[config.mk]
export PLATFORM = sky130hd
export DESIGN_NAME = sdi_ctrl
export DESIGN_NICKNAME = d
export VERILOG_FILES = /design/src/core/sdi_pkg.sv /design/src/core/sdi_sync.sv /design/src/core/sdi_tick.sv /design/src/core/sdi_ctrl.sv
export SDC_FILE = /design/constraint.sdc
export NUM_CORES = 1
export LEC_CHECK = 0
export ABC_AREA = 0
export BUFFER_PORTS_ARGS = -buffer_cell sky130_fd_sc_hd__buf_2
export CAP_MARGIN = 20
export CORE_ASPECT_RATIO = 0.9
export CORE_MARGIN = 2
export CORE_UTILIZATION = 57
export DETAILED_ROUTE_END_ITERATION = 10
export GPL_TIMING_DRIVEN = 0
export PLACE_DENSITY_LB_ADDON = 0.3
export SLEW_MARGIN = 20
export SYNTH_ARGS = -nofsm -noshare
export SYNTH_HDL_FRONTEND = slang
export SYNTH_SLANG_ARGS = --single-unit
[constraint.sdc]
create_clock -name clock -period 2.7 [get_ports clock]
set_input_delay 0.135 -clock clock [delete_from_list [all_inputs] [get_ports clock]]
set_output_delay 0.135 -clock clock [all_outputs]
set_load 0.01 [all_outputs]
[src/core/sdi_pkg.sv]
// Constants, types and register layout for the storage discharge and isolation control.
// Assumes a single 250 MHz clock and a synchronous, active-high reset.
package sdi_pkg;

  // ==========================================================================
  // Timing
  // ==========================================================================
  localparam int unsigned CLK_PERIOD_PS = 4000;
  localparam int unsigned TICK_PERIOD_US = 1000;
  localparam int unsigned TICK_CYCLES = (TICK_PERIOD_US * 1000000) / CLK_PERIOD_PS;
  localparam int unsigned HICCUP_TIME_MS = 250;
  localparam int unsigned STARTUP_TIME_MS = 250;
  localparam logic [7:0] HICCUP_TICKS = 8'(HICCUP_TIME_MS * 1000 / TICK_PERIOD_US);
  localparam logic [7:0] STARTUP_TICKS = 8'(STARTUP_TIME_MS * 1000 / TICK_PERIOD_US);

  // ==========================================================================
  // Register offsets
  // ==========================================================================
  localparam logic [7:0] ADDR_STORAGE_DISCHARGE_CONFIG = 8'h2A;
  localparam logic [7:0] ADDR_ISOLATION_FET_OPTIONS = 8'h34;
  localparam logic [7:0] ADDR_DISCHARGE_AND_ISOLATION_CONTROL = 8'hEB;

  // ==========================================================================
  // Field positions
  // ==========================================================================
  localparam int unsigned POS_PG_THRESHOLD_LSB = 0;
  localparam int unsigned POS_SINK_ENABLE = 4;
  localparam int unsigned POS_RETRY_SINGLE = 0;
  localparam int unsigned POS_MANUAL_FET = 1;
  localparam int unsigned POS_SS_CURRENT_LSB = 2;
  localparam int unsigned POS_FET_ON = 0;
  localparam int unsigned POS_DISCHARGE_REQ = 1;
  localparam int unsigned POS_PIN_DISCHARGE_EN = 2;
  localparam int unsigned POS_DISCHARGE_DONE = 3;
  localparam int unsigned POS_FORCED_SHUTDOWN = 4;
  localparam int unsigned POS_ISO_UV_FAULT = 5;

  // ==========================================================================
  // Reset values
  // ==========================================================================
  localparam logic [7:0] RST_STORAGE_DISCHARGE_CONFIG = 8'h00;
  localparam logic [7:0] RST_ISOLATION_FET_OPTIONS = 8'h00;
  localparam logic [7:0] RST_DISCHARGE_CONTROL = 8'h00;

  // ==========================================================================
  // Power-good threshold decode, per mille
  // ==========================================================================
  localparam logic [9:0] PG_BASE_LOW_PM = 10'd905;
  localparam logic [9:0] PG_BASE_HIGH_PM = 10'd945;
  localparam logic [9:0] PG_STEP_PM = 10'd5;

  typedef enum logic [3:0] {
    SDI_POR, SDI_SOFT_START, SDI_FET_ON, SDI_SUPPLEMENT, SDI_HICCUP, SDI_SUPPL_DISABLE,
    SDI_DIS_BUCK_OFF, SDI_DIS_ISOLATE, SDI_DIS_SINK
  } sdi_state_e;

  typedef enum logic [1:0] {
    SDI_CAUSE_POWER, SDI_CAUSE_DISCHARGE, SDI_CAUSE_FORCED
  } sdi_cause_e;

  // Comparator and detector levels from the analog stages
  typedef struct packed {
    logic vin_uv;
    logic bus_uv;
    logic storage_uv;
    logic power_loss;
    logic fet_settled;
    logic fet_overcurrent;
    logic sink_current_low;
  } sdi_sense_s;

  // Enables driven into the analog stages
  typedef struct packed {
    logic efuse_on;
    logic storage_buck_on;
    logic boost_on;
    logic fet_soft_start;
    logic fet_full_on;
    logic fet_limit_2a;
    logic sink_storage_on;
    logic sink_bus_on;
  } sdi_drive_s;

endpackage

[src/core/sdi_sync.sv]
// Two-flop synchroniser for a level from a pin.
// Assumes the pin is quiet compared with the clock.
`timescale 1ns/1ps
module sdi_sync import sdi_pkg::*; #(
  parameter logic RESET_LEVEL = 1'b1
) (
  input wire logic clock,
  input wire logic srst,
  input wire logic async_in,
  output logic sync_out
);

  logic stage1;

  always_ff @(posedge clock) begin
    if (srst) begin
      stage1 <= RESET_LEVEL;
      sync_out <= RESET_LEVEL;
    end else begin
      stage1 <= async_in;
      sync_out <= stage1;
    end
  end

endmodule // sdi_sync

[src/core/sdi_tick.sv]
// Divider that makes a one-cycle enable pulse every PERIOD cycles.
// Assumes PERIOD is at least 2.
`timescale 1ns/1ps
module sdi_tick import sdi_pkg::*; #(
  parameter int unsigned PERIOD = TICK_CYCLES
) (
  input wire logic clock,
  input wire logic srst,
  input wire logic restart,
  output logic tick
);

  logic [31:0] count;

  always_ff @(posedge clock) begin
    if (srst || restart) begin
      count <= 32'h0;
      tick <= 1'b0;
    end else if (count == 32'(PERIOD - 1)) begin
      count <= 32'h0;
      tick <= 1'b1;
    end else begin
      count <= count + 32'h1;
      tick <= 1'b0;
    end
  end

endmodule // sdi_tick

[src/core/sdi_ctrl.sv]
// Storage power-good decode, full storage discharge and isolation FET sequencing.
// Assumes a register port from the I2C slave and comparators that are synchronous.
//
// Notes on behaviour
// - Threshold code: upper bit picks 90.5% or 94.5% base, lower bits add 0.5%.
// - Storage power-good is high only while storage level exceeds the selected threshold.
// - Sink enable set on entering POR turns on both 50mA sinks.
// - Supplement state turns on the storage buck to feed the bus rail.
// - Writing 1 to the discharge bit starts a discharge; the bit resets to 0.
// - With pin enable set, a low discharge pin starts the same discharge.
// - Discharge turns off the eFuse path and also the buck, boost and FET.
// - Discharge or forced off turns off eFuse, buck, boost, FET; sinks if enabled.
// - Discharge order: buck off, then boost and FET off, then sinks on.
// - Done bit set once the sink current drops below 10mA; with sinks disabled, once the bus is undervoltage.
// - When discharge stops, request bit clears, enter POR, then soft start again.
// - Discharge ignores input recovery; restart only after done is set.
// - Soft start charges at programmed current until the FET voltage is near zero.
// - After soft start the FET is fully on with a 2A limit.
// - Startup not done in 250ms is a fault; FET off 250ms, then retry.
// - Single-retry option stops after one failed start; else retry forever.
// - FET current at 2A in the FET-on state turns it off, flags a fault and pulls the alert low.
// - After 250ms off the FET restarts soft start; persisting fault trips again.
// - Both hiccups are supplement-disable periods.
`timescale 1ns/1ps
module sdi_ctrl import sdi_pkg::*; #(
  parameter int unsigned TICK_PERIOD = TICK_CYCLES
) (
  input wire logic clock,
  input wire logic srst,
  input wire logic reg_write,
  input wire logic [7:0] reg_addr,
  input wire logic [7:0] reg_wdata,
  output logic [7:0] reg_rdata,
  input wire logic discharge_pin_low,
  input wire logic [9:0] storage_level_pm,
  input wire sdi_sense_s sense,
  output sdi_drive_s drive,
  output logic [2:0] fet_ss_current,
  output logic storage_pg,
  output logic supplement_disabled,
  output logic fault_alert_low
);

  // ==========================================================================
  // Decode helpers
  // ==========================================================================
  function automatic logic [9:0] pg_threshold_pm(input logic [3:0] code);
    logic [9:0] base;
    base = code[3] ? PG_BASE_HIGH_PM : PG_BASE_LOW_PM;
    return 10'(base + PG_STEP_PM * {7'h00, code[2:0]});
  endfunction

  function automatic logic hits(input logic [7:0] addr, input logic [7:0] offset);
    return reg_write && (addr == offset);
  endfunction

  // ==========================================================================
  // Registers
  // ==========================================================================
  logic [3:0] storage_pg_threshold;
  logic sink_discharge_enable;
  logic isolation_retry_single;
  logic manual_fet_mode;
  logic fet_on_bit;
  logic discharge_req;
  logic pin_discharge_en;
  logic discharge_done;
  logic forced_shutdown;
  logic iso_uv_fault;

  sdi_state_e state;
  sdi_state_e next_state;
  sdi_cause_e por_cause;
  logic sinks_armed;
  logic [7:0] ticks;
  logic tick;
  logic pin_low_sync;
  logic start_discharge;
  logic discharge_entry;
  logic discharge_finish;
  logic state_change;
  logic in_discharge;

  sdi_sync #(
    .RESET_LEVEL(1'b1)
  ) u_pin_sync (
    .clock(clock),
    .srst(srst),
    .async_in(discharge_pin_low),
    .sync_out(pin_low_sync)
  );

  sdi_tick #(
    .PERIOD(TICK_PERIOD)
  ) u_tick (
    .clock(clock),
    .srst(srst),
    .restart(state_change),
    .tick(tick)
  );

  always_ff @(posedge clock) begin
    if (srst) begin
      storage_pg_threshold <= RST_STORAGE_DISCHARGE_CONFIG[3:0];
      sink_discharge_enable <= RST_STORAGE_DISCHARGE_CONFIG[POS_SINK_ENABLE];
    end else if (hits(reg_addr, ADDR_STORAGE_DISCHARGE_CONFIG)) begin
      storage_pg_threshold <= reg_wdata[POS_PG_THRESHOLD_LSB +: 4];
      sink_discharge_enable <= reg_wdata[POS_SINK_ENABLE];
    end
  end

  always_ff @(posedge clock) begin
    if (srst) begin
      isolation_retry_single <= RST_ISOLATION_FET_OPTIONS[POS_RETRY_SINGLE];
      manual_fet_mode <= RST_ISOLATION_FET_OPTIONS[POS_MANUAL_FET];
      fet_ss_current <= RST_ISOLATION_FET_OPTIONS[POS_SS_CURRENT_LSB +: 3];
    end else if (hits(reg_addr, ADDR_ISOLATION_FET_OPTIONS)) begin
      isolation_retry_single <= reg_wdata[POS_RETRY_SINGLE];
      manual_fet_mode <= reg_wdata[POS_MANUAL_FET];
      fet_ss_current <= reg_wdata[POS_SS_CURRENT_LSB +: 3];
    end
  end

  always_ff @(posedge clock) begin
    if (srst) begin
      fet_on_bit <= RST_DISCHARGE_CONTROL[POS_FET_ON];
      pin_discharge_en <= RST_DISCHARGE_CONTROL[POS_PIN_DISCHARGE_EN];
    end else if (hits(reg_addr, ADDR_DISCHARGE_AND_ISOLATION_CONTROL)) begin
      fet_on_bit <= reg_wdata[POS_FET_ON];
      pin_discharge_en <= reg_wdata[POS_PIN_DISCHARGE_EN];
    end
  end

  // Request bit: a write of 1 sets, end of discharge clears; set wins
  always_ff @(posedge clock) begin
    if (srst) begin
      discharge_req <= RST_DISCHARGE_CONTROL[POS_DISCHARGE_REQ];
    end else if (hits(reg_addr, ADDR_DISCHARGE_AND_ISOLATION_CONTROL)
                 && reg_wdata[POS_DISCHARGE_REQ]) begin
      discharge_req <= 1'b1;
    end else if (discharge_finish) begin
      discharge_req <= 1'b0;
    end
  end

  // Forced power-off is taken once, then clears itself
  always_ff @(posedge clock) begin
    if (srst) begin
      forced_shutdown <= RST_DISCHARGE_CONTROL[POS_FORCED_SHUTDOWN];
    end else if (hits(reg_addr, ADDR_DISCHARGE_AND_ISOLATION_CONTROL)
                 && reg_wdata[POS_FORCED_SHUTDOWN]) begin
      forced_shutdown <= 1'b1;
    end else if (state == SDI_POR && por_cause == SDI_CAUSE_FORCED) begin
      forced_shutdown <= 1'b0;
    end
  end

  always_ff @(posedge clock) begin
    if (srst) begin
      discharge_done <= RST_DISCHARGE_CONTROL[POS_DISCHARGE_DONE];
    end else if (discharge_entry) begin
      discharge_done <= 1'b0;
    end else if (discharge_finish) begin
      discharge_done <= 1'b1;
    end
  end

  // Fault sticks until software writes 1; a new trip wins over the clear
  always_ff @(posedge clock) begin
    if (srst) begin
      iso_uv_fault <= RST_DISCHARGE_CONTROL[POS_ISO_UV_FAULT];
    end else if (state == SDI_FET_ON && sense.fet_overcurrent) begin
      iso_uv_fault <= 1'b1;
    end else if (hits(reg_addr, ADDR_DISCHARGE_AND_ISOLATION_CONTROL)
                 && reg_wdata[POS_ISO_UV_FAULT]) begin
      iso_uv_fault <= 1'b0;
    end
  end

  always_comb begin
    reg_rdata = 8'h00;
    unique case (reg_addr)
      ADDR_STORAGE_DISCHARGE_CONFIG: begin
        reg_rdata[POS_PG_THRESHOLD_LSB +: 4] = storage_pg_threshold;
        reg_rdata[POS_SINK_ENABLE] = sink_discharge_enable;
      end
      ADDR_ISOLATION_FET_OPTIONS: begin
        reg_rdata[POS_RETRY_SINGLE] = isolation_retry_single;
        reg_rdata[POS_MANUAL_FET] = manual_fet_mode;
        reg_rdata[POS_SS_CURRENT_LSB +: 3] = fet_ss_current;
      end
      ADDR_DISCHARGE_AND_ISOLATION_CONTROL: begin
        reg_rdata[POS_FET_ON] = fet_on_bit;
        reg_rdata[POS_DISCHARGE_REQ] = discharge_req;
        reg_rdata[POS_PIN_DISCHARGE_EN] = pin_discharge_en;
        reg_rdata[POS_DISCHARGE_DONE] = discharge_done;
        reg_rdata[POS_FORCED_SHUTDOWN] = forced_shutdown;
        reg_rdata[POS_ISO_UV_FAULT] = iso_uv_fault;
      end
      default: reg_rdata = 8'h00;
    endcase
  end

  // ==========================================================================
  // Power-good
  // ==========================================================================
  always_ff @(posedge clock) begin
    if (srst) begin
      storage_pg <= 1'b0;
    end else begin
      storage_pg <= storage_level_pm > pg_threshold_pm(storage_pg_threshold);
    end
  end

  // ==========================================================================
  // Sequencer
  // ==========================================================================
  assign in_discharge = state inside {SDI_DIS_BUCK_OFF, SDI_DIS_ISOLATE, SDI_DIS_SINK};
  assign start_discharge = discharge_req || (pin_discharge_en && !pin_low_sync);
  assign discharge_entry = next_state == SDI_DIS_BUCK_OFF && state != SDI_DIS_BUCK_OFF;
  assign discharge_finish = state == SDI_DIS_SINK && next_state == SDI_POR;
  assign state_change = next_state != state;

  always_comb begin
    next_state = state;
    unique case (state)
      SDI_POR: begin
        // Exit conditions depend on why POR was entered
        unique case (por_cause)
          SDI_CAUSE_FORCED: begin
            if (sense.bus_uv && sense.storage_uv && sense.vin_uv) begin
              next_state = SDI_POR;
            end
          end
          SDI_CAUSE_DISCHARGE: begin
            if (!sense.vin_uv && !forced_shutdown && sense.bus_uv) begin
              next_state = SDI_SOFT_START;
            end
          end
          default: begin
            if (!sense.vin_uv && !forced_shutdown) begin
              next_state = SDI_SOFT_START;
            end
          end
        endcase
      end
      SDI_SOFT_START: begin
        if (sense.fet_settled) begin
          next_state = SDI_FET_ON;
        end else if (tick && ticks == STARTUP_TICKS - 8'h01) begin
          next_state = isolation_retry_single ? SDI_SUPPL_DISABLE : SDI_HICCUP;
        end
      end
      SDI_FET_ON: begin
        if (sense.fet_overcurrent) begin
          next_state = SDI_HICCUP;
        end else if (sense.power_loss) begin
          next_state = SDI_SUPPLEMENT;
        end
      end
      SDI_SUPPLEMENT: begin
        if (!sense.power_loss) begin
          next_state = SDI_FET_ON;
        end
      end
      SDI_HICCUP: begin
        if (tick && ticks == HICCUP_TICKS - 8'h01) begin
          next_state = SDI_SOFT_START;
        end
      end
      SDI_SUPPL_DISABLE: next_state = SDI_SUPPL_DISABLE;
      SDI_DIS_BUCK_OFF: next_state = SDI_DIS_ISOLATE;
      SDI_DIS_ISOLATE: next_state = SDI_DIS_SINK;
      SDI_DIS_SINK: begin
        // Input recovery is ignored here
        if (sink_discharge_enable ? sense.sink_current_low : sense.bus_uv) begin
          next_state = SDI_POR;
        end
      end
      default: next_state = SDI_POR;
    endcase
    if (!in_discharge && !(state == SDI_POR && por_cause == SDI_CAUSE_FORCED)) begin
      if (forced_shutdown) begin
        next_state = SDI_POR;
      end else if (start_discharge && state != SDI_POR) begin
        next_state = SDI_DIS_BUCK_OFF;
      end else if (sense.vin_uv && state != SDI_SUPPLEMENT && state != SDI_POR
                   && state != SDI_SUPPL_DISABLE) begin
        next_state = sense.power_loss ? next_state : SDI_POR;
      end
    end
  end

  always_ff @(posedge clock) begin
    if (srst) begin
      state <= SDI_POR;
    end else begin
      state <= next_state;
    end
  end

  // Remember why POR was entered and arm sinks at that moment
  always_ff @(posedge clock) begin
    if (srst) begin
      por_cause <= SDI_CAUSE_POWER;
      sinks_armed <= 1'b0;
    end else if (next_state == SDI_POR && state != SDI_POR) begin
      por_cause <= forced_shutdown ? SDI_CAUSE_FORCED
                   : (in_discharge ? SDI_CAUSE_DISCHARGE : SDI_CAUSE_POWER);
      sinks_armed <= sink_discharge_enable;
    end else if (state == SDI_POR && por_cause == SDI_CAUSE_FORCED
                 && sense.bus_uv && sense.storage_uv && sense.vin_uv) begin
      por_cause <= SDI_CAUSE_POWER;
      sinks_armed <= 1'b0;
    end else if (state == SDI_POR && por_cause != SDI_CAUSE_FORCED
                 && sense.bus_uv && sense.storage_uv) begin
      sinks_armed <= 1'b0;
    end
  end

  always_ff @(posedge clock) begin
    if (srst || state_change) begin
      ticks <= 8'h00;
    end else if (tick) begin
      ticks <= ticks + 8'h01;
    end
  end

  // ==========================================================================
  // Stage enables
  // ==========================================================================
  always_ff @(posedge clock) begin
    if (srst) begin
      drive <= '0;
    end else begin
      drive <= '0;
      unique case (next_state)
        SDI_SOFT_START: begin
          drive.efuse_on <= 1'b1;
          drive.fet_soft_start <= !manual_fet_mode || fet_on_bit;
        end
        SDI_FET_ON: begin
          drive.efuse_on <= 1'b1;
          drive.fet_full_on <= !manual_fet_mode || fet_on_bit;
          drive.fet_limit_2a <= 1'b1;
          drive.boost_on <= !manual_fet_mode || fet_on_bit;
        end
        SDI_SUPPLEMENT: begin
          drive.storage_buck_on <= 1'b1;
          drive.fet_full_on <= 1'b1;
          drive.fet_limit_2a <= 1'b1;
        end
        SDI_HICCUP, SDI_SUPPL_DISABLE: begin
          drive.efuse_on <= 1'b1;
        end
        SDI_DIS_BUCK_OFF: begin
          drive.fet_full_on <= 1'b1;
          drive.fet_limit_2a <= 1'b1;
          drive.boost_on <= 1'b1;
        end
        SDI_DIS_ISOLATE: drive <= '0;
        SDI_DIS_SINK: begin
          drive.sink_storage_on <= sink_discharge_enable;
          drive.sink_bus_on <= sink_discharge_enable;
        end
        SDI_POR: begin
          drive.sink_storage_on <= sinks_armed || (state != SDI_POR && sink_discharge_enable);
          drive.sink_bus_on <= sinks_armed || (state != SDI_POR && sink_discharge_enable);
        end
        default: drive <= '0;
      endcase
    end
  end

  always_ff @(posedge clock) begin
    if (srst) begin
      supplement_disabled <= 1'b0;
      fault_alert_low <= 1'b1;
    end else begin
      supplement_disabled <= next_state inside {SDI_HICCUP, SDI_SUPPL_DISABLE};
      fault_alert_low <= !(iso_uv_fault || (state == SDI_FET_ON && sense.fet_overcurrent));
    end
  end

endmodule // sdi_ctrl

Word-level counts from Yosys, hierarchy flattened
Cells that the tools add are included.
Cells by class
  add/subtract/negate cells: 3
  multipliers: 1
  $lt $le $gt $ge: 1
  eq/ne operators: 27
  multiplexer cells: 41
  bitwise logic cells: 1
  reductions and logical operators: 56
Operator list (count)
  $mux 4: 15
  $pmux 4 s9: 1
  $add 32x1->32 const B: 1
  $eq 32x18->1 const B: 1
  $logic_and 1x1->1: 29
  $eq 4x3->1 const B: 7
  $eq 4x2->1 const B: 4
  $eq 8x6->1 const B: 2
  $eq 8x8->1 const B: 2
  $mux 1: 16
  $pmux 5 s3: 1
  $gt 10x10->1: 1
  $reduce_bool 2->1: 5
  $add 8x7->9: 1
  $add 8x1->8 const B: 1
  $eq 4x1->1 const B: 2
  $eq 4x4->1 const B: 2
  $logic_not 4->1: 2
  $ne 4x3->1 const B: 2
  $pmux 2 s2: 2
  $pmux 4 s2: 1
  $reduce_or 2->1: 4
  $logic_not 1->1: 7
  $mul 3x3->6 const A: 1
  other kinds (13): 20
Word-level totals
  flip-flop bits (word level): 77
  input port bits: 37
  output and inout port bits: 22

Depth between registers and ports, before layout
Gate-level depths: netlist of the first run.
  word-level depth: 15
  depth in mapped cells: 10
  mapped depth without buffers: 10

Hierarchy
Synthesis of the first run repeated with hierarchy kept, for this count alone.
Unflattened totals
  cells, all modules: 484
  area total of the unflattened synthesis: 4096.4 um^2
By module, submodules not included
  sdi_ctrl: instances 1, cells an instance 297, area each 2498.6 um^2, sequential area each 820.8 um^2
  sdi_tick: instances 1, cells an instance 183, area each 1545.2 um^2, sequential area each 660.6 um^2
  sdi_sync: instances 1, cells an instance 4, area each 52.6 um^2, sequential area each 40.0 um^2

Least setup slack after synthesis of the first run
No wires, ideal clock.
  path type: register to register
  start: register storage_pg_threshold[0]
  end: register storage_pg
  setup time: 119 ps
  data arrival time: 2209 ps
  required time: 2581 ps
  setup slack: 372 ps
  stages on the path, launching flop included: 11
  path buffers: 0
  cells stage by stage: dfxtp_1 > ha_1 > ha_1 > ha_1 > a31o_2 > xnor2_1 > ha_1 > o21a_1 > o21a_1 > o21ai_0 > a21oi_1
Between the ends
  longest elaborated chain between the ends: 3
RTL lines
  start, declared: line sdi_ctrl.sv:60  | logic [3:0] storage_pg_threshold;
  start signal, assigned: line sdi_ctrl.sv:104  | storage_pg_threshold <= RST_STORAGE_DISCHARGE_CONFIG[3:0];
  start signal, assigned: line sdi_ctrl.sv:107  | storage_pg_threshold <= reg_wdata[POS_PG_THRESHOLD_LSB +: 4];
  $mul 3x3->6: line sdi_ctrl.sv:50  | return 10'(base + PG_STEP_PM * {7'h00, code[2:0]});
  $add 8x7->9: line sdi_ctrl.sv:50
  $gt 10x10->1: line sdi_ctrl.sv:211  | storage_pg <= storage_level_pm > pg_threshold_pm(storage_pg_threshold);
  end signal, assigned: line sdi_ctrl.sv:211
  end, declared: line sdi_ctrl.sv:39  | output logic storage_pg,
No other way between the ends.
A chain may end at the register's enable or synchronous reset.

Final worst setup path of the first run
  start: register state[2]
  end: register u_tick.count[31]
Between the ends
  longest elaborated chain between the ends: 11
RTL lines
  start, declared: line sdi_ctrl.sv:71  | sdi_state_e state;
  start signal, assigned: line sdi_ctrl.sv:298  | state <= next_state;
  $mux 4 (tied with other cells): line sdi_ctrl.sv:241  | if (!sense.vin_uv && !forced_shutdown) begin
  $pmux 4 s2 (tied with other cells): line sdi_ctrl.sv:229  | unique case (por_cause)
  $pmux 4 s9 / $logic_and 1x1->1 (equally long branches): line sdi_ctrl.sv:226, sdi_ctrl.sv:287
  $mux 4 / $logic_and 1x1->1 (equally long branches): line sdi_ctrl.sv:289, sdi_ctrl.sv:288
  $mux 4: line sdi_ctrl.sv:287  | end else if (sense.vin_uv && state != SDI_SUPPLEMENT && state != SDI_POR
  $mux 4: line sdi_ctrl.sv:285  | end else if (start_discharge && state != SDI_POR) begin
  $mux 4: line sdi_ctrl.sv:283  | if (forced_shutdown) begin
  $mux 4: line sdi_ctrl.sv:282  | if (!in_discharge && !(state == SDI_POR && por_cause == SDI_CAUSE_FORCED)) begin
  $ne 4x4->1 (*): line sdi_ctrl.sv:222  | assign state_change = next_state != state;
  $logic_or 1x1->1 (*): line sdi_tick.sv:16  | if (srst || restart) begin
  $reduce_or 2->1 (no source line) (*)
  end signal, assigned: line sdi_tick.sv:23  | count <= count + 32'h1;
  end, declared: line sdi_tick.sv:13  | logic [31:0] count;
Every way passes the cells marked *; elsewhere a longest branch is shown, timed or not.

==> results.toml, run 1 <==
[timing]
fin_crit_sh_pct = 93.0
rsz0062_at_grt = "false"
finClkSkew_ns = 0.0116
period_minus_slack_ns = 2.51
finalSetupTns_ns = 0
setup_viol = 0
final-max-slew-violation-count = 0
slew_headroom_pct = 50.3
hold_violations = 0
layout_setup_ws_ns = 0.188
max_freq_mhz = 398
worst_pin_slew_ns = 0.743

[floorplanning]
die-height_um = 83.5
initial_utilization_pct = 59.9
die_area_um2 = 7720
core-area_um2 = 6690
fp.dieW_um = 92.4
rows = 28
io_pins = 59

[drt]
vias = 3650
drt-wirelength-per-cell_um = 14.6
drt_iter0_markers = 344
routed_wirelength_um = 9210
via_per_inst = 5.79
drt_pass1_iterations = 5
drc_errors = 0
ant_nets = 0

[synth]
synth_cells = 467
netlist_area_um2 = 4010
synth_edf_count = 0
yosys.area_share.xor_xnor_pct = 9.81
synth_seq_area_share_pct = 38.0
synth.area.mux_share_pct = 1.50
synth_compound_area_share_pct = 12.5
ys_types = 64
async_reset_ff_share_pct = 0
synth_top_family_by_area = "simple AND/OR/NAND/NOR gates"
ys.warnings.count = 0
synthAdderAreaFrac_pct = 5.93
synth-simple-area-share_pct = 27.7
syn_area_per_cell_um2 = 8.58
synth_seq_cells = 76
synthFlopType = "dfxtp_1"

[finish]
final_cell_mix = "dfxtp_1, nor2_1, buf_2, nand2_1, nand3_1"
n_fill_cell = 560
drive_above_1_share_pct = 18.9
layout_commonest_cell = "dfxtp_1"
final_nets = 592
diodes = 0
syn2layout_area_growth_pct = 15.3

[global_route]
grt_max_degree = 13
grt_pass1_vias = 3446
busiest_layer = "met2"
grt_pass1_wl_um = 15600
met2_usage_pct = 39.2
grt_use_total_pct = 24.9
overflow = 0
met1_usage_pct = 33.6
antenna_found_initial = 0
grt.met3_usage_pct = 5.60

[pwr]
p_leak_nw = 1.87
powerDensity_nw_per_um2 = 477
ir_worst_vdd_uv = 227

[setup_path]
worst_setup_path_end_kind = "register"
cp_max_fo = 10
start_kind = "register"
required_ns = 3.00
cp.arrival_ns = 2.81
critPathKind = "register to register"

[place]
pre_cts_ws_ns = 0.170
dp_hpwl_um = 6740
io_buffers = 54
gp_congestion = 0.926

[clock_tree]
ctsLongestPathBuffers = 2
cts_made_buffers = 9
worstSkewPairLatency_ns = 0.37
cts_tree = "done"
h-tree-depth = 3
clock-root-buffer = "clkbuf_8"
clkSinkCount = 76
clkSlewWorstSetupHoldPaths_ns = 0.08

[worst_hold_path]
hold_class = "primary input to register"

[run_status]
status = "complete, no violations"

[job]
cap_violations = 0
[area by class of cell]
type                    instances  area (um^2)  share of cell area [%]
multi-input cells             354         2330                    50.4
flip-flops and latches         76         1530                    33.0
repair buffers                 57          298                    6.44
clock buffers                  11          151                    3.28
plain buffers                  21          116                    2.52
well taps                      90          113                    2.44
inverters                      17         63.8                    1.38
clock inverters                 4         25.0                   0.542
[state kept, by name, summed over array words and instances, names as in the netlist]
| register | cells |
|---|---|
| discharge_done | 1 |
| discharge_req | 1 |
| drive | 7 |
| fault_alert_low | 1 |
| fet_on_bit | 1 |
| fet_ss_current | 3 |
| forced_shutdown | 1 |
| iso_uv_fault | 1 |
| isolation_retry_single | 1 |
| manual_fet_mode | 1 |
| pin_discharge_en | 1 |
| por_cause | 2 |
| sink_discharge_enable | 1 |
| sinks_armed | 1 |
| state | 4 |
| storage_pg | 1 |
| storage_pg_threshold | 4 |
| supplement_disabled | 1 |
| ticks | 8 |
| u_pin_sync.stage1 | 1 |
| u_pin_sync.sync_out | 1 |
| u_tick.count | 32 |
| u_tick.tick | 1 |
[Yosys cell counts, types with 9 or more instances]
cell	n	area, um^2
a21oi_1	15	75.1
and3_1	11	68.8
buf_4	9	67.6
clkbuf_1	9	33.8
dfxtp_1	76	1520
ha_1	19	238
inv_1	17	63.8
nand2_1	38	143
nand3_1	37	185
nand4_1	9	56.3
nor2_1	61	229
nor3_1	9	45.0
xnor2_1	14	123
xor2_1	29	254
[metal layers]
metal / up-vias / part of all wire, %
met5: - / 0
met3: 18 / 7.4
met2: 140 / 45
met4: 0 / 1.4
li1: 1775 / -
met1: 1717 / 46
[worst max-delay path: stages, from the launching register on]
cell and delay (ns):
dfxtp_1 0.45, buf_4 0.22, nor2_1 0.10, a32oi_1 0.26, o211ai_2 0.18, o2111a_1 0.32, nor4_4 0.39, nand4_2 0.20
buf_4 0.23, nor2_1 0.11
[path summary, 6_finish.rpt]
kind                             end              start  depth (start not counted)  slack [ns]
min reg2reg      u_pin_sync.sync_out  u_pin_sync.stage1                          1        0.42
max reg2reg         u_tick.count[31]           state[2]                          9        0.19
max                 u_tick.count[31]           state[2]                          9        0.19
min          storage_pg_threshold[3]       reg_wdata[3]                          3        0.03
[power breakdown]
group,switching [mW],internal (mW)
combinational,0.148,0.107
sequential,0.0106,1.14
clock,0.425,0.375
total,0.583,1.62
[logic make-up (layout without fill, tap and decap cells)]
logic type	count (synthesis)	in the layout
mux	6	6
simple gates	214	214
buf+inv	38	110
xor+xnor	44	44
fa+ha+maj	19	19
other cells	1	2
flops	76	76
compound gates	69	69
[metrics by stage]
step | utilization (%) | power, mW | area (um^2) | hold WS (ns) | std cells
finish | 69.1 | 2.20 | 4620 | 0.0268 | 630
global route | 69.1 | 2.29 | 4620 | 0.0381 | 630
CTS | 68.6 | 2.21 | 4590 | 0.0207 | 629
detailed placement | 65.7 | 1.42 | 4390 | 0.348 | 612
global placement | 65.7 | 1.41 | 4390 | 0.324 | 612
floorplan | - | 1.34 | 4010 | 0.234 | 468
[repair_timing]
item,4_1_cts,5_1_grt
endpoints found under the setup margin,0,35
hold buffers,2,0
hold endpoints to repair,2,0
buffers inserted,0,1
resized for setup,0,7
No activity file was read; power rests on OpenSTA's default activity.
==> inputs of run 2 (changes only) <==
- ABC_AREA: 0 -> 1
- CORE_UTILIZATION: 57 -> 58
==> results.toml, run 2 <==
[place]
io_buffers = 54
gp_congestion = 0.908
dp_hpwl_um = 7270
dp.cells = 750

[synth]
syn_area_per_cell_um2 = 7.21
synth_commonest_cells = "inv_1, nand2_1, dfxtp_1"
synthFlopType = "dfxtp_1"
synth.area.mux_share_pct = 0.231
ys.warnings.count = 0
synthAdderAreaFrac_pct = 5.48
synth_seq_cells = 76
async_reset_ff_share_pct = 0
synth_top_family_by_area = "simple AND/OR/NAND/NOR gates"
synth_cells = 602
synth_seq_area_share_pct = 35.1
synth.area.top_cells = "dfxtp_1, inv_1, nand2_1"
synth_compound_area_share_pct = 8.01
synth-simple-area-share_pct = 32.0
ys_types = 35
yosysMostFrequentCell = "inv_1"
netlist_area_um2 = 4340
synth_edf_count = 0
yosys.area_share.xor_xnor_pct = 8.45
synth_top_area_share_pct = 35.1
synth_area_leader_cell = "dfxtp_1"

[finish]
top_register = "u_tick.count"
largest_registers = "u_tick.count: 32 flops, ticks: 8 flops, drive: 7 flops"
multiInputGateArea_um2 = 2370
diodes = 0
final_cell_mix = "inv_1, nand2_1, dfxtp_1, nor2_1, buf_2"
syn2layout_area_growth_pct = 15.9
drive_above_1_share_pct = 19.1
fin_util_pct = 70.4
layout_commonest_cell = "inv_1"
stdcell_count = 767
largest_reg_flops = 32
register_area_um2 = 1520
final_nets = 726
n_fill_cell = 546

[pwr]
powerDensity_nw_per_um2 = 534
ir_worst_vdd_uv = 538
p_leak_nw = 2.07
total_power_mw = 2.69

[timing]
slew_headroom_pct = 35.1
finalSetupTns_ns = 0
final-max-slew-violation-count = 0
hold_violations = 0
worst_pin_slew_ns = 0.965
setup_viol = 0
finClkSkew_ns = 0.00629
max_freq_mhz = 396
fin_crit_sh_pct = 93.4
period_minus_slack_ns = 2.52

[global_route]
grt_pass1_wl_um = 16900
grt_max_degree = 14
antenna_found_initial = 0
overflow = 0
grt_pass1_vias = 3742
grt_use_total_pct = 26.1

[clock_tree]
worstSkewPairLatency_ns = 0.36
h-tree-depth = 3
cts_tree = "done"
clkSlewWorstSetupHoldPaths_ns = 0.08
ctsLongestPathBuffers = 2
clock-root-buffer = "clkbuf_8"
cts_made_buffers = 9
clkSinkCount = 76

[floorplanning]
rows = 29
die_area_um2 = 8190
io_pins = 59
core-area_um2 = 7150
fp.dieW_um = 95.2
initial_utilization_pct = 60.7
die-height_um = 86.1

[drt]
vias = 4042
via_per_inst = 5.27
drc_errors = 0
drt_iter0_markers = 306
drt-wirelength-per-cell_um = 13.0
drt_pass1_iterations = 7
ant_nets = 0
routed_wirelength_um = 9980

[worst_hold_path]
hold_class = "primary input to register"

[setup_path]
critPathKind = "register to register"
timing.critical_path.buf_inv = 1
crit_top_cell = "ha_1"
cp.arrival_ns = 2.78
worst_setup_path_end_kind = "register"
worstPathCellList = "ha_1 -> ha_1 -> ha_1 -> ha_4 -> nand4_1 -> o21ai_1 -> xor2_1 -> ha_1 -> inv_1 -> o21bai_1 -> a21oi_1 -> nor3_2"
crit_family = "adder cells"
required_ns = 2.95
start_kind = "register"
cp_slowest_stage_delay_ns = 0.35
crit_slowest_cell = "dfxtp_1"
cp_max_fo = 4

[run_status]
status = "complete, no violations"

[job]
cap_violations = 0
==> run 2: cell types whose count changed after synthesis, sizes merged, moves of 10 or more <==
cell	change
inv	+87
nand2	+61
nor2	+38
a21oi	+16
nor3	+11
and3	-10
==> run 2: cell type report <==
| type | instances | share of cell area, % |
|---|---|---|
| clock buffer | 9 | 2.46 |
| timing repair buffer | 56 | 5.77 |
| inverter | 104 | 7.76 |
| tap | 93 | 2.31 |
| sequential | 76 | 30.2 |
| multi-input combinational | 413 | 47.2 |
| buffer | 10 | 1.49 |
| clock inverter | 6 | 2.74 |
==> run 2: report_power, final <==
part / switching [mW] / internal [mW]
logic: 0.255 / 0.128
clock network: 0.438 / 0.705
registers: 0.0156 / 1.15
==> run 2: logic make-up (layout without fill, tap and decap cells) <==
group,Yosys count,count (layout)
compound gates,62,62
other cells,1,2
xor+xnor,41,41
simple gates,288,288
buf+inv,114,185
mux,1,1
fa+ha+maj,19,19
flops,76,76
==> run 2: stage by stage <==
stage / setup slack, ns / hold WS [ns] / cell area, um^2
2_1_floorplan: 0.364 / 0.239 / 4340
3_3_place_gp: 0.188 / 0.320 / 4730
3_5_place_dp: 0.124 / 0.322 / 4730
4_1_cts: 0.0752 / 0.0366 / 5010
5_1_grt: -0.0162 / 0.0450 / 5030
6_report: 0.178 / 0.0351 / 5030
==> run 2: final timing paths <==
kind                                              start                   to  slack [ns]  depth (start not counted)
worst min-delay path                       reg_wdata[4]      forced_shutdown        0.04                          3
worst max-delay path            storage_pg_threshold[0]           storage_pg        0.18                         12
worst min register to register        u_pin_sync.stage1  u_pin_sync.sync_out        0.42                          1
worst max register to register  storage_pg_threshold[0]           storage_pg        0.18                         12
==> run 2: worst reg2reg max path, stage by stage (launching register included) <==
cell and delay (ns):
dfxtp_1 0.35, ha_1 0.21, ha_1 0.18, ha_1 0.31, ha_4 0.30, nand4_1 0.10, o21ai_1 0.18, xor2_1 0.18
ha_1 0.26, inv_1 0.07, o21bai_1 0.07, a21oi_1 0.16, nor3_2 0.06
==> run 2: repair_timing <==
action                     in CTS  in global routing
setup endpoints to repair       0                  1
hold endpoints to repair        2                  0
setup buffers                   0                  0
gates resized for setup         0                  3
hold buffers                    2                  0
==> run 2: routing by layer <==
metal	track usage [%]	wire, um
met1	36.6	4700
met2	40.4	4650
met3	5.36	433
met4	8.56	194
met5	0	0
==> inputs of run 3 (changes only) <==
- CORE_UTILIZATION: 58 -> 60
- CTS_BUF_LIST: unset -> sky130_fd_sc_hd__clkbuf_4 sky130_fd_sc_hd__clkbuf_8
==> results.toml, run 3 (synthesis results as in run 2) <==
[run_status]
status = "complete, no violations"

[floorplanning]
io_pins = 59
die_area_um2 = 7930
die-height_um = 84.7
rows = 29
initial_utilization_pct = 61.7
core-area_um2 = 7040
fp.dieW_um = 93.7

[timing]
finalSetupTns_ns = 0
finClkSkew_ns = 0.0118
worst_pin_slew_ns = 0.877
fin_crit_sh_pct = 92.9
hold_violations = 0
slew_headroom_pct = 41.0
rsz0062_at_grt = "false"
holdWs_ns = 0.0418
final-max-slew-violation-count = 0
period_minus_slack_ns = 2.51
max_freq_mhz = 399
setup_viol = 0

[place]
dp_hpwl_um = 7380
gp_congestion = 0.901
io_buffers = 54

[global_route]
overflow = 0
grt_use_total_pct = 25.4
antenna_found_initial = 0
grt_max_degree = 15
grt_pass1_wl_um = 16400
grt_pass1_vias = 3779

[setup_path]
start_kind = "register"
worst_setup_path_end_kind = "register"
required_ns = 2.98
cp.arrival_ns = 2.78
cp_max_fo = 4
critPathKind = "register to register"
ff2ff_path_depth = 12

[finish]
drive_above_1_share_pct = 19.0
final_cell_mix = "inv_1, nand2_1, dfxtp_1, nor2_1, buf_2"
largest_registers = "u_tick.count: 32 flops, ticks: 8 flops, drive: 7 flops"
final_nets = 726
diodes = 0
largest_reg_flops = 32
top_register = "u_tick.count"
syn2layout_area_growth_pct = 14.1
layout_commonest_cell = "inv_1"
n_fill_cell = 596

[worst_hold_path]
hold_depth = 3
hold_class = "primary input to register"

[drt]
drt_pass1_iterations = 5
via_per_inst = 5.26
drt_iter0_markers = 211
drc_errors = 0
drt-wirelength-per-cell_um = 12.4
vias = 4036
routed_wirelength_um = 9530
ant_nets = 0

[job]
cap_violations = 0

[pwr]
ir_worst_vdd_uv = 339
p_leak_nw = 2.04
total_power_mw = 2.41
powerDensity_nw_per_um2 = 486

[clock_tree]
post_cts.repair.setup_buffers = 0
ctsLongestPathBuffers = 2
h-tree-depth = 3
clkSinkCount = 76
cts_made_buffers = 9
cts_tree = "done"
worstSkewPairLatency_ns = 0.35
clkSlewWorstSetupHoldPaths_ns = 0.08
clock-root-buffer = "clkbuf_8"
## run 3: changes by cell type in the layout (fill, tap and decap cells not counted), sizes merged
cell      previous run  this run
clkinv               2         4
bufinv               4         1
inv                104       105
clkinvlp             0         1
## run 3: final cells by class
cell class | instances | area [um^2] | share of cell area (%)
Inverter | 104 | 390 | 7.88
Clock inverter | 7 | 76.3 | 1.54
Buffer | 10 | 75.1 | 1.52
Clock buffer | 9 | 124 | 2.50
Sequential cell | 76 | 1520 | 30.7
Multi-Input combinational cell | 413 | 2360 | 47.6
Tap cell | 93 | 116 | 2.35
Timing Repair Buffer | 56 | 290 | 5.86
## run 3: worst max-delay path, cell delays in order, from the launching register on
cell	delay, ns
dfxtp_1	0.35
ha_1	0.20
ha_1	0.18
ha_1	0.27
ha_1	0.34
a21oi_1	0.17
o21ai_0	0.11
xor2_1	0.15
ha_1	0.30
inv_1	0.04
o21bai_1	0.13
a21oi_1	0.07
nor3_1	0.12
## run 3: final timing paths
kind / from / endpoint / slack [ns]
setup / recovery: storage_pg_threshold[2] / storage_pg / 0.19
hold / removal: reg_wdata[4] / forced_shutdown / 0.04
setup reg to reg: storage_pg_threshold[2] / storage_pg / 0.19
hold reg to reg: u_pin_sync.stage1 / u_pin_sync.sync_out / 0.42
## run 3: metrics by stage
| step | std cells | cell area (um^2) | utilization [%] | setup slack [ns] |
|---|---|---|---|---|
| after global routing | 768 | 4950 | 70.3 | 0.000248 |
| final | 768 | 4950 | 70.3 | 0.192 |
| after floorplan | 603 | 4340 | - | 0.364 |
| after global placement | 750 | 4730 | 67.2 | 0.248 |
| after CTS | 768 | 4950 | 70.3 | 0.185 |
| after detailed placement | 750 | 4730 | 67.2 | 0.219 |
## run 3: metal layers
layer | vias up | track usage [%] | routed length, um
met1 | 1840 | 34.1 | 4370
li1 | 2059 | - | -
met5 | - | 0 | 0
met3 | 16 | 7.00 | 621
met4 | 0 | 6.19 | 106
met2 | 121 | 40.7 | 4430
## run 3: power by group
part | switching [mW] | internal (mW) | leakage, nW
Clock | 0.436 | 0.433 | 0.101
Sequential | 0.0145 | 1.15 | 0.614
Combinational | 0.249 | 0.128 | 1.33
## run 3: repair_timing
action	in CTS	in global routing
gates resized for setup	0	0
hold buffers	2	0
endpoints found under the hold margin	2	0
